===== src/pkg/acs_regs.vh =====
// constants for the converter cycle sequencer
`ifndef ACS_REGS_VH
`define ACS_REGS_VH
`define ACS_WORD_BITS      24
`define ACS_RESULT_BITS    21
`define ACS_CLK_HZ         10000000
`define ACS_POR_US         1000
`define ACS_POR_CYCLES     ((`ACS_CLK_HZ / 1000000) * `ACS_POR_US)
`define ACS_CONV_CYCLES    64
`define ACS_CAL_CYCLES     8
`define ACS_ISCK_HALF      4
`define ACS_CNT_BITS       24
`define ACS_BIT_CNT_BITS   5
`define ACS_OVER_CODE      21'h100000
`define ACS_UNDER_CODE     21'h0FFFFF
`define ACS_FIXED_LOW_BIT  1'h0
`endif


===== src/design/acs_word_buffer.v =====
// two-entry valid/ready buffer for finished result words
module acs_word_buffer #(
   parameter WIDTH = 23
) (
   input  wire             clock,
   input  wire             sys_rst,
   input  wire [WIDTH-1:0] inData,
   input  wire             inValid,
   output wire             inReady,
   output wire [WIDTH-1:0] outData,
   output wire             outValid,
   input  wire             outReady
);
   reg [WIDTH-1:0] mem_reg [0:1];
   reg             wrPtr_reg;
   reg             rdPtr_reg;
   reg [1:0]       count_reg;
   wire            doPush;
   wire            doPop;

   assign inReady  = (count_reg != 2'h2);
   assign outValid = (count_reg != 2'h0);
   assign outData  = mem_reg[rdPtr_reg];
   assign doPush   = inValid && inReady;
   assign doPop    = outValid && outReady;

   always @(posedge clock) begin
      if (sys_rst) begin
         wrPtr_reg <= 1'h0;
         rdPtr_reg <= 1'h0;
         count_reg <= 2'h0;
         mem_reg[0] <= {WIDTH{1'b0}};
         mem_reg[1] <= {WIDTH{1'b0}};
      end else begin
         if (doPush) begin
            mem_reg[wrPtr_reg] <= inData;
            wrPtr_reg <= ~wrPtr_reg;
         end
         if (doPop)
            rdPtr_reg <= ~rdPtr_reg;
         if (doPush && !doPop)
            count_reg <= count_reg + 2'h1;
         else if (doPop && !doPush)
            count_reg <= count_reg - 2'h1;
      end
   end
endmodule // acs_word_buffer


===== src/design/acs_cycle_sequencer.v =====
// conversion / sleep / data-output sequencer with serial result output
`include "acs_regs.vh"
module acs_cycle_sequencer #(
   parameter POR_CYCLES  = `ACS_POR_CYCLES,
   parameter CONV_CYCLES = `ACS_CONV_CYCLES
) (
   input  wire                        clock,
   input  wire                        sys_rst,
   input  wire                        supplyGood,
   input  wire                        chipSelectN,
   input  wire                        serialClockIn,
   output reg                         serialClockOut,
   output reg                         serialClockOe,
   output reg                         dataOut,
   output reg                         dataOutOe,
   input  wire [`ACS_RESULT_BITS-1:0] sampleResult,
   input  wire                        sampleSign,
   input  wire                        sampleOver,
   input  wire                        sampleUnder,
   output reg                         converting,
   output reg                         sleeping,
   output reg                         porActive,
   output reg                         calibrating
);
   localparam ST_CONV  = 4'h1;
   localparam ST_SLEEP = 4'h2;
   localparam ST_OUT   = 4'h4;
   localparam ST_POR   = 4'h8;
   localparam WB       = `ACS_WORD_BITS - 1;

   // two-flop synchronisers for pins
   reg        csMeta_reg;
   reg        csSync_reg;
   reg        csLast_reg;
   reg        sckMeta_reg;
   reg        sckSync_reg;
   reg        sckLast_reg;
   reg        pwrMeta_reg;
   reg        pwrSync_reg;
   reg [3:0]  state_reg;
   reg [`ACS_CNT_BITS-1:0]     cnt_reg;
   reg [`ACS_BIT_CNT_BITS-1:0] bitCnt_reg;
   reg [WB-1:0] shift_reg;
   reg        started_reg;
   reg        intMode_reg;
   reg        modeArmed_reg;
   reg [2:0]  halfCnt_reg;
   reg        iSck_reg;
   reg        pending_reg;

   wire       csFall  = csLast_reg && !csSync_reg;
   wire       csRise  = !csLast_reg && csSync_reg;
   wire       extRise = !intMode_reg && !sckLast_reg && sckSync_reg && !csSync_reg;
   wire       extFall = !intMode_reg && sckLast_reg && !sckSync_reg && !csSync_reg;
   wire       intTick = intMode_reg && (halfCnt_reg == `ACS_ISCK_HALF - 1);
   wire       intRise = intTick && !iSck_reg;
   wire       intFall = intTick && iSck_reg;
   wire       sRise   = extRise || intRise;
   wire       sFall   = extFall || intFall;

   // finished word, clamped codes for out-of-range inputs
   reg  [`ACS_RESULT_BITS:0] codeWord;
   always @* begin
      codeWord = {sampleSign, sampleResult};
      if (sampleOver)
         codeWord = {1'b1, `ACS_OVER_CODE};
      else if (sampleUnder)
         codeWord = {1'b0, `ACS_UNDER_CODE};
   end

   // result staging: conversion pushes, sleep entry pops into shifter
   wire           bufInReady;
   wire [WB-1:0]  bufOut;
   wire           bufOutValid;
   wire           convDone = (state_reg == ST_CONV) && (cnt_reg == CONV_CYCLES - 1);
   wire           bufPush  = convDone && bufInReady;
   wire           bufPop   = (state_reg == ST_SLEEP) && pending_reg && bufOutValid;

   acs_word_buffer #(
      .WIDTH (WB)
   ) u_buf (
      .clock    (clock),
      .sys_rst  (sys_rst || porActive),
      .inData   ({`ACS_FIXED_LOW_BIT, codeWord}),
      .inValid  (convDone),
      .inReady  (bufInReady),
      .outData  (bufOut),
      .outValid (bufOutValid),
      .outReady (bufPop)
   );

   // chip select idles high so reset fakes no falling edge
   // feeds the edge finder and the output enable
   always @(posedge clock) begin
      if (sys_rst) begin
         csMeta_reg <= 1'h1;
         csSync_reg <= 1'h1;
      end else begin
         csMeta_reg <= chipSelectN;
         csSync_reg <= csMeta_reg;
      end
   end

   // serial clock pin, read by the edge finder and the mode strap
   always @(posedge clock) begin
      if (sys_rst) begin
         sckMeta_reg <= 1'h0;
         sckSync_reg <= 1'h0;
      end else begin
         sckMeta_reg <= serialClockIn;
         sckSync_reg <= sckMeta_reg;
      end
   end

   // supply-good; low holds all but the pin synchronisers in reset
   // an async pin, two flops before use
   always @(posedge clock) begin
      if (sys_rst) begin
         pwrMeta_reg <= 1'h0;
         pwrSync_reg <= 1'h0;
      end else begin
         pwrMeta_reg <= supplyGood;
         pwrSync_reg <= pwrMeta_reg;
      end
   end

   // edge history for chip select and serial clock
   always @(posedge clock) begin
      if (sys_rst || !pwrSync_reg) begin
         csLast_reg  <= 1'h1;
         sckLast_reg <= 1'h0;
      end else begin
         csLast_reg  <= csSync_reg;
         sckLast_reg <= sckSync_reg;
      end
   end

   // mode strap: caught after power-up, then on each chip select fall
   // pin low at the strap moment selects the internal clock
   always @(posedge clock) begin
      if (sys_rst || !pwrSync_reg) begin
         intMode_reg   <= 1'h0;
         modeArmed_reg <= 1'h1;
      end else if (modeArmed_reg || csFall) begin
         intMode_reg   <= !sckSync_reg;
         modeArmed_reg <= 1'h0;
      end
   end

   // internal serial clock, parked low outside an active output state
   // restarts low on every entry so the first edge is a rise
   always @(posedge clock) begin
      if (sys_rst || !pwrSync_reg) begin
         halfCnt_reg <= 3'h0;
         iSck_reg    <= 1'h0;
      end else if (state_reg != ST_OUT || csSync_reg) begin
         halfCnt_reg <= 3'h0;
         iSck_reg    <= 1'h0;
      end else if (intMode_reg) begin
         if (intTick) begin
            halfCnt_reg <= 3'h0;
            iSck_reg    <= ~iSck_reg;
         end else
            halfCnt_reg <= halfCnt_reg + 3'h1;
      end
   end

   // final slice of every conversion is the gain calibration
   // level is high through the last cycles of a conversion
   always @(posedge clock) begin
      if (sys_rst || !pwrSync_reg)
         calibrating <= 1'h0;
      else
         calibrating <= (state_reg == ST_CONV) && !convDone
                        && (cnt_reg >= CONV_CYCLES - `ACS_CAL_CYCLES - 1);
   end

   // result shifter: loaded in sleep, static until a frame starts
   // bit count runs on rises; the word ends on the last fall
   always @(posedge clock) begin
      if (sys_rst || !pwrSync_reg) begin
         shift_reg   <= {WB{1'b0}};
         bitCnt_reg  <= {`ACS_BIT_CNT_BITS{1'b0}};
         started_reg <= 1'h0;
      end else if (state_reg == ST_SLEEP) begin
         if (bufPop)
            shift_reg <= bufOut;
         started_reg <= 1'h0;
         bitCnt_reg  <= {`ACS_BIT_CNT_BITS{1'b0}};
      end else if (state_reg == ST_OUT && !csSync_reg) begin
         if (sRise) begin
            started_reg <= 1'h1;
            bitCnt_reg  <= bitCnt_reg + 1'b1;
         end
         if (sFall && started_reg)
            shift_reg <= {shift_reg[WB-2:0], 1'b0};
      end
   end

   // state sequence
   // one-hot codes; an illegal code falls back to power-on
   always @(posedge clock) begin
      if (sys_rst || !pwrSync_reg) begin
         state_reg   <= ST_POR;
         cnt_reg     <= {`ACS_CNT_BITS{1'b0}};
         pending_reg <= 1'h0;
      end else begin
         case (state_reg)
            ST_POR: begin
               if (cnt_reg == POR_CYCLES - 1) begin
                  state_reg <= ST_CONV;
                  cnt_reg   <= {`ACS_CNT_BITS{1'b0}};
               end else
                  cnt_reg <= cnt_reg + 1'b1;
            end

            ST_CONV: begin
               if (convDone) begin
                  // buffer always has room: one word per conversion
                  state_reg   <= ST_SLEEP;
                  // pending flag set only for a word the buffer took
                  pending_reg <= bufPush;
                  cnt_reg     <= {`ACS_CNT_BITS{1'b0}};
               end else
                  cnt_reg <= cnt_reg + 1'b1;
            end

            ST_SLEEP: begin
               // held in sleep while chip select high; the shifter still loads on the pop
               if (bufPop)
                  pending_reg <= 1'h0;
               else if (!csSync_reg && !pending_reg)
                  state_reg <= ST_OUT;
            end

            ST_OUT: begin
               if (csSync_reg) begin
                  // abort before any rising edge keeps the word
                  state_reg <= started_reg ? ST_CONV : ST_SLEEP;
                  cnt_reg   <= {`ACS_CNT_BITS{1'b0}};
               end else if (sFall && started_reg && bitCnt_reg == `ACS_WORD_BITS) begin
                  state_reg <= ST_CONV;
                  cnt_reg   <= {`ACS_CNT_BITS{1'b0}};
               end
            end
            default: state_reg <= ST_POR;
         endcase
      end
   end

   // pin and status outputs, all straight from flops
   always @(posedge clock) begin
      if (sys_rst || !pwrSync_reg) begin
         serialClockOut <= 1'h0;
         serialClockOe  <= 1'h0;
         dataOut        <= 1'h0;
         dataOutOe      <= 1'h0;
         converting     <= 1'h0;
         sleeping       <= 1'h0;
         porActive      <= 1'h1;
      end else begin
         // status levels rise one clock after the state; porActive and converting fall with it
         porActive  <= (state_reg == ST_POR) && (cnt_reg != POR_CYCLES - 1);
         converting <= (state_reg == ST_CONV) && !convDone;
         sleeping   <= (state_reg == ST_SLEEP);
         // released while chip select high
         dataOutOe  <= !csSync_reg && (state_reg != ST_POR);
         if (state_reg == ST_OUT) begin
            // status bit stands until the first fall after the first rise
            if (!started_reg)
               dataOut <= 1'h0;
            else if (sFall)
               dataOut <= shift_reg[WB-1];
         end else
            dataOut <= (state_reg != ST_SLEEP) || pending_reg;

         serialClockOe  <= intMode_reg && (state_reg == ST_OUT) && !csSync_reg;
         serialClockOut <= iSck_reg;
      end
   end
endmodule // acs_cycle_sequencer


===== config.mk =====
export PLATFORM = sky130hd
export DESIGN_NAME = acs_cycle_sequencer
export DESIGN_NICKNAME = d
export VERILOG_FILES = /design/src/design/acs_word_buffer.v /design/src/design/acs_cycle_sequencer.v
export VERILOG_INCLUDE_DIRS = /design/src /design/src/pkg
export SDC_FILE = /design/constraint.sdc
export NUM_CORES = 1
export LEC_CHECK = 0
export BUFFER_PORTS_ARGS = -buffer_cell sky130_fd_sc_hd__buf_4
export CORE_ASPECT_RATIO = 0.8
export CORE_MARGIN = 2
export CORE_UTILIZATION = 45
export DETAILED_ROUTE_END_ITERATION = 7
export GPL_ROUTABILITY_DRIVEN = 0
export MAX_ROUTING_LAYER = met4
export PLACE_DENSITY_LB_ADDON = 0.15
export SYNTH_ARGS = -nofsm -noshare
export SYNTH_HDL_FRONTEND = slang
export SYNTH_SLANG_ARGS = --single-unit

===== constraint.sdc =====
create_clock -name clock -period 6.8 [get_ports clock]
set_clock_uncertainty 0.05 [all_clocks]
set_input_delay 1.02 -clock clock [delete_from_list [all_inputs] [get_ports clock]]
set_output_delay 1.02 -clock clock [all_outputs]
set_load 0.02 [all_outputs]

Word level (Yosys, flattened, before mapping)
Memory sizes are Yosys's and may differ from the RTL's. A register that Yosys moved wholly into a read port is not among the register bits.
Index checks and enable logic that the tools add are counted.
W data, S select, Z words.
- add/subtract/negate cells: 5
- magnitude comparators: 1
- eq/ne operators: 20
- muxes and demuxes: 38
- bitwise logic cells: 3
- reduce and logical (&&, ||, !) cells: 59
- operator list (cell ; count):
    $mux W24 ; 4
    $mux W23 ; 4
    $pmux W24 S3 ; 1
    $mux W22 ; 3
    $logic_and A1 B1 Y1 ; 27
    $add A24 B1 Y24 const B ; 1
    $eq A24 B14 Y1 const B ; 1
    $eq A24 B6 Y1 const B ; 1
    $ge A24 B6 Y1 const B ; 1
    $mux W4 ; 6
    $ne A24 B14 Y1 const B ; 1
    $reduce_or A22 Y1 ; 1
    $pmux W4 S4 ; 1
    $mux W1 ; 14
    $logic_not A1 Y1 ; 10
    $ne A2 B2 Y1 const B ; 5
    $reduce_bool A2 Y1 ; 5
    $logic_or A1 B1 Y1 ; 7
    $mux W2 ; 3
    $ne A3 B3 Y1 const B ; 2
    $reduce_and A2 Y1 ; 3
    $reduce_and A3 Y1 ; 2
    $add A5 B1 Y5 const B ; 1
    $eq A5 B5 Y1 const B ; 1
    18 further kinds ; 21
- register bits: 84
- memory bits (writable): 44
- word-level logic and storage cells: 156
- memories: 1
- memories (memory ; depth ; width ; read ports ; clocked after memory_dff ; wr ports ; line ; RTL):
    u_buf.mem_reg ; 2 ; 22 ; 1 ; 1 ; 2 ; acs_word_buffer.v:14 ; reg [WIDTH-1:0] mem_reg [0:1];

Depth between registers and ports, before layout
- depth after elaboration: 10
- gate-level depth with buffers: 10
- gate-level depth less buffers: 8

Cells and area by module
Synthesis repeated with hierarchy kept, for this count alone.
- cells, all modules: 646
- area total of the unflattened synthesis: 6321.1 sq um
- by module, submodules not included (module ; instances ; cells an instance ; area an instance (sq um) ; sequential area each (sq um)):
    acs_cycle_sequencer ; 1 ; 474 ; 4032.6 ; 1601.5
    acs_word_buffer ; 1 ; 172 ; 2288.4 ; 1481.4

Worst setup path before layout
No wires, ideal clock.
- path type: register to register
- start: register cnt_reg[19]
- end: memory u_buf.mem_reg[1][0] in the netlist's numbering, enable pin
- library setup time: 379 ps
- data arrival time: 2122 ps
- path slack: 4250 ps
- cell stages (with the launch flop): 7
- clock period less this slack: 2550 ps
- cell sequence: dfxtp_1 > nor4_1 > nand4_1 > nor4_2 > nand3_1 > buf_2 > nand2_1
- RTL lines (what ; line ; RTL):
    start: declaration ; acs_cycle_sequencer.v:41 ; reg [`ACS_CNT_BITS-1:0] cnt_reg;
    start signal: assignment ; acs_cycle_sequencer.v:205 ; cnt_reg <= {`ACS_CNT_BITS{1'b0}};
    start signal: assignment ; acs_cycle_sequencer.v:212 ; cnt_reg <= {`ACS_CNT_BITS{1'b0}};
    start signal: assignment ; acs_cycle_sequencer.v:214 ; cnt_reg <= cnt_reg + 1'b1;
    end: declaration ; acs_word_buffer.v:14 ;

==> out/metrics.sh <==
FINAL_COUNT_OF_NEGATIVE_SETUP_SLACK_ENDPOINTS=0
COMBPWRFRAC=0.021
START_UTIL=0.458
NET_SWITCHING_POWER_OF_THE_DESIGN_mW=0.325
CTS.SINKS=129
CLOCK_INSERTION_DELAY_WORST_SKEW_NS=0.41
YS_SEQ_AREA_FRAC=0.514
SYNTH_EDF_COUNT=44
MAX-CAP-VIOLATIONS=0
CTS_TREE='built'
SETUP.WORST_PATH.END_CLASS='flop'
CP-START-KIND='flop'
CTS_ROOT_BUFFER='clkbuf_16'
HTREEDEPTH=4
DRTPASS1ITERATIONS=5
FINALNETCOUNT=650
FF_LATCH_AREA_MM2=0.00302
DR_TOTAL_VIAS=4337
ANT_NETS=0
WORSTPATHMAXFANOUT=23
SYNTH.AREA.TOP_CELLS='dfxtp_1, edfxtp_1, nor2_1'
CLK_TRANSITION_REPORTED_PATHS_NS=0.05
TOTAL_LEAKAGE_POWER_nW=2.24
GRT_PASS1_VIAS=4063
CTS-HOLD-FIX-BUFFERS=0
MULTI_INPUT_AREA_MM2=0.00261
CLKPWRFRAC=0.497
GRT_ANTENNA_BEFORE_REPAIR=0
TOP_PORTS=37
CTS_RESIZED=0
MAX_FREQ_MHz=254
PLACE.DETAILED.HPWL_MM=8.10
GROUTE.USAGE.OVERALL=0.190
DIE-AREA_MM2=0.0140
SLEW-LIMIT-HEADROOM=0.228
POWER.DENSITY_mW_PER_MM2=246
LAYOUT-AREA-OVERHEAD-VS-SYNTH_PCT=14.7
IO_BUFFER_COUNT=36
YS_FF_LATCH=129
TOTALPOWERFINAL_mW=1.66
N_FILL_CELL=1159
POST_SYNTH_INST_COUNT=594
CORE_MM2=0.0128
GRT_MAX_DEGREE=46
SYNTHDISTINCTLIBCELLS=64
TRITONCTS.NUM_BUFFERS=17
MEASURED_SLEW_AT_THE_WORST_SLEW_CHECK_PIN_NS=1.16
YOSYSWARNINGCOUNT=0
DOMINANTREGCELLSYNTH='dfxtp_1'
SYNTH_TOP_CELL_BY_AREA='dfxtp_1'
FLOORPLAN.DIE.WIDTH_UM=132
ARRIVAL_NS=3.91
NUM_ANTENNA_CELLS=0
WORST_EP_REQUIRED_TIME_NS=6.78
POST-CTS-SETUP-BUFFER-COUNT=0
GLOBAL_ROUTE_WIRE_LENGTH_BEFORE_REPAIR_MM=20.2
SYN-CELL-AREA_MM2=0.00588
FIN_UTIL=0.525
ROWS=37
SEQ_POWER_SHARE=0.482
HOLD_PATH_CLASS='reg2reg'
POSTROUTEWIRELENGTH_MM=12.2
IR_DROP_uV=161
DIE_Y_UM=106
DRT_ITER0_DRC=347
ROUTED_VIA_DENSITY=5.39
CRITPATHKIND='reg2reg'
WIRE_PER_INST_UM=15.2
FINAL.MIN_CLOCK_PERIOD_NS=3.94
RUN_STATUS='complete, no violations'
NETLIST.AREA_LEADER.SHARE=0.290
RSZ0062_AT_GRT='no'
FINISH.INSTANCE_AREA_MM2=0.00674
LAYOUT_WORST_PATH_CYCLE_SHARE=0.579
CTS_BUFFER_DEPTH=2
LARGEST_REGISTER_FF_COUNT=44
TIMING.SETUP.TNS_NS=0
GRT_REMAINING_OVERFLOW=0
POWER_REPORT.INTERNAL_TOTAL_mW=1.33
MEAN_INSTANCE_SIZE_IN_THE_SYNTHESIZED_NETLIST_UM2=9.89
DETAIL_ROUTE.DRC_VIOLATIONS=0
ASYNC_FLOP_SHARE=0
REPORT.FINAL.SLEW_VIOL_COUNT=0
FINALHOLDVIOLCOUNT=0
SYNTH_NETS=628
PLACED_STANDARD_CELL_AREA_MM2=0.00620
PROPORTION_OF_LAYOUT_CELLS_WITH_A_DRIVE_SUFFIX_ABOVE_1=0.143
POWER.SHARE.SWITCHING=0.196
cell families (layout without fill, tap and decap cells):
family                   count (synthesis)  count (layout)  synth area share
AND/OR/NAND/NOR                        232             232             0.201
AO/OA/AOI/OAI                          133             133             0.158
flip-flops                             129             129             0.514
buffers and inverters                   50              85            0.0430
multiplexers                            24              24            0.0413
XOR/XNOR                                21              21            0.0313
adder cells (fa/ha/maj)                  5               5            0.0106
power by group through the flow:
stage	combinational [mW]	sequential, mW	clock [mW]
final	0.0351	0.797	0.823
after global routing	0.0385	0.797	0.883
after CTS	0.0357	0.797	0.843
after detailed placement	0.0356	0.813	0
after global placement	0.0351	0.813	0
after floorplan	0.0189	0.812	0
cells in the final DEF, fill, tap and decap left out, types with 3 or more instances in the layout:
cell type  Yosys  final
a211o_1       21     21
a211oi_1       6      6
a21oi_1       45     45
and2_1         4      4
and3_1         4      4
and4_1         4      4
buf_4          1     41
clkbuf_1      16      6
clkbuf_16      0     17
clkinv_2       0      6
dfxtp_1       85     85
edfxtp_1      44     44
ha_1           5      5
inv_1         12     12
mux2i_1       22     22
nand2_1       42     42
nand3_1       12     12
nand3b_1       3      3
nand4_1       11     11
nor2_1       102    102
nor2b_1        7      7
nor3_1         8      8
nor4_1         4      3
o21ai_0       11     11
o21bai_1      20     20
o31ai_1        7      7
or2_2          4      4
or3_1          5      5
or4_1          6      6
xnor2_1       15     15
xor2_1         6      6
per-stage QoR:
step	hold slack [ns]	worst slack (ns)	cells
2_1_floorplan	0.339	4.25	594
3_3_place_gp	0.369	2.97	772
3_5_place_dp	0.378	2.90	772
4_1_cts	0.395	2.88	804
5_1_grt	0.420	2.52	804
6_report	0.400	2.86	804
cell type report:
cell class | count | share of cell area
tap | 175 | 0.0325
timing repair buffer | 41 | 0.0457
multi-input combinational | 415 | 0.387
clock buffer | 25 | 0.0706
clock inverter | 7 | 0.00892
inverter | 12 | 0.00669
sequential | 129 | 0.449
path summary, 6_finish.rpt:
kind,from,end,slack (ns),depth (start not counted)
worst max-delay path,cnt_reg[19],u_buf.mem_reg[1][6],2.86,5
worst min-delay path,csMeta_reg,csSync_reg,0.40,1
worst max register to register,cnt_reg[19],u_buf.mem_reg[1][6],2.86,5
worst min register to register,csMeta_reg,csSync_reg,0.40,1
cell usage after synthesis (all sizes together) (5+ instances only):
cell    count
a211o      21
a211oi      7
a21oi      47
buf        22
clkbuf     16
dfxtp      85
edfxtp     44
ha          5
inv        12
mux2i      22
nand2      42
nand3      12
nand4      11
nor2      104
nor2b       7
nor3        8
nor4        6
o21ai      12
o21bai     20
o31ai       8
or3         5
or4         7
xnor2      15
xor2        6
worst max-delay path: stages, from the launching register on:
cell,delay (ns)
dfxtp_1,0.34
nor4_1,0.40
nand4_1,0.41
nor4_2,0.49
nand3_1,0.76
nand2_1,1.09
layer usage:
layer	GRT usage	vias up	part of all wire
met1	0.265	2056	0.52
met5	-	-	0
li1	-	2182	-
met2	0.262	89	0.43
met4	0.0699	0	0.0096
met3	0.0525	10	0.042
Note: power is estimated with default switching activity, not from simulation.
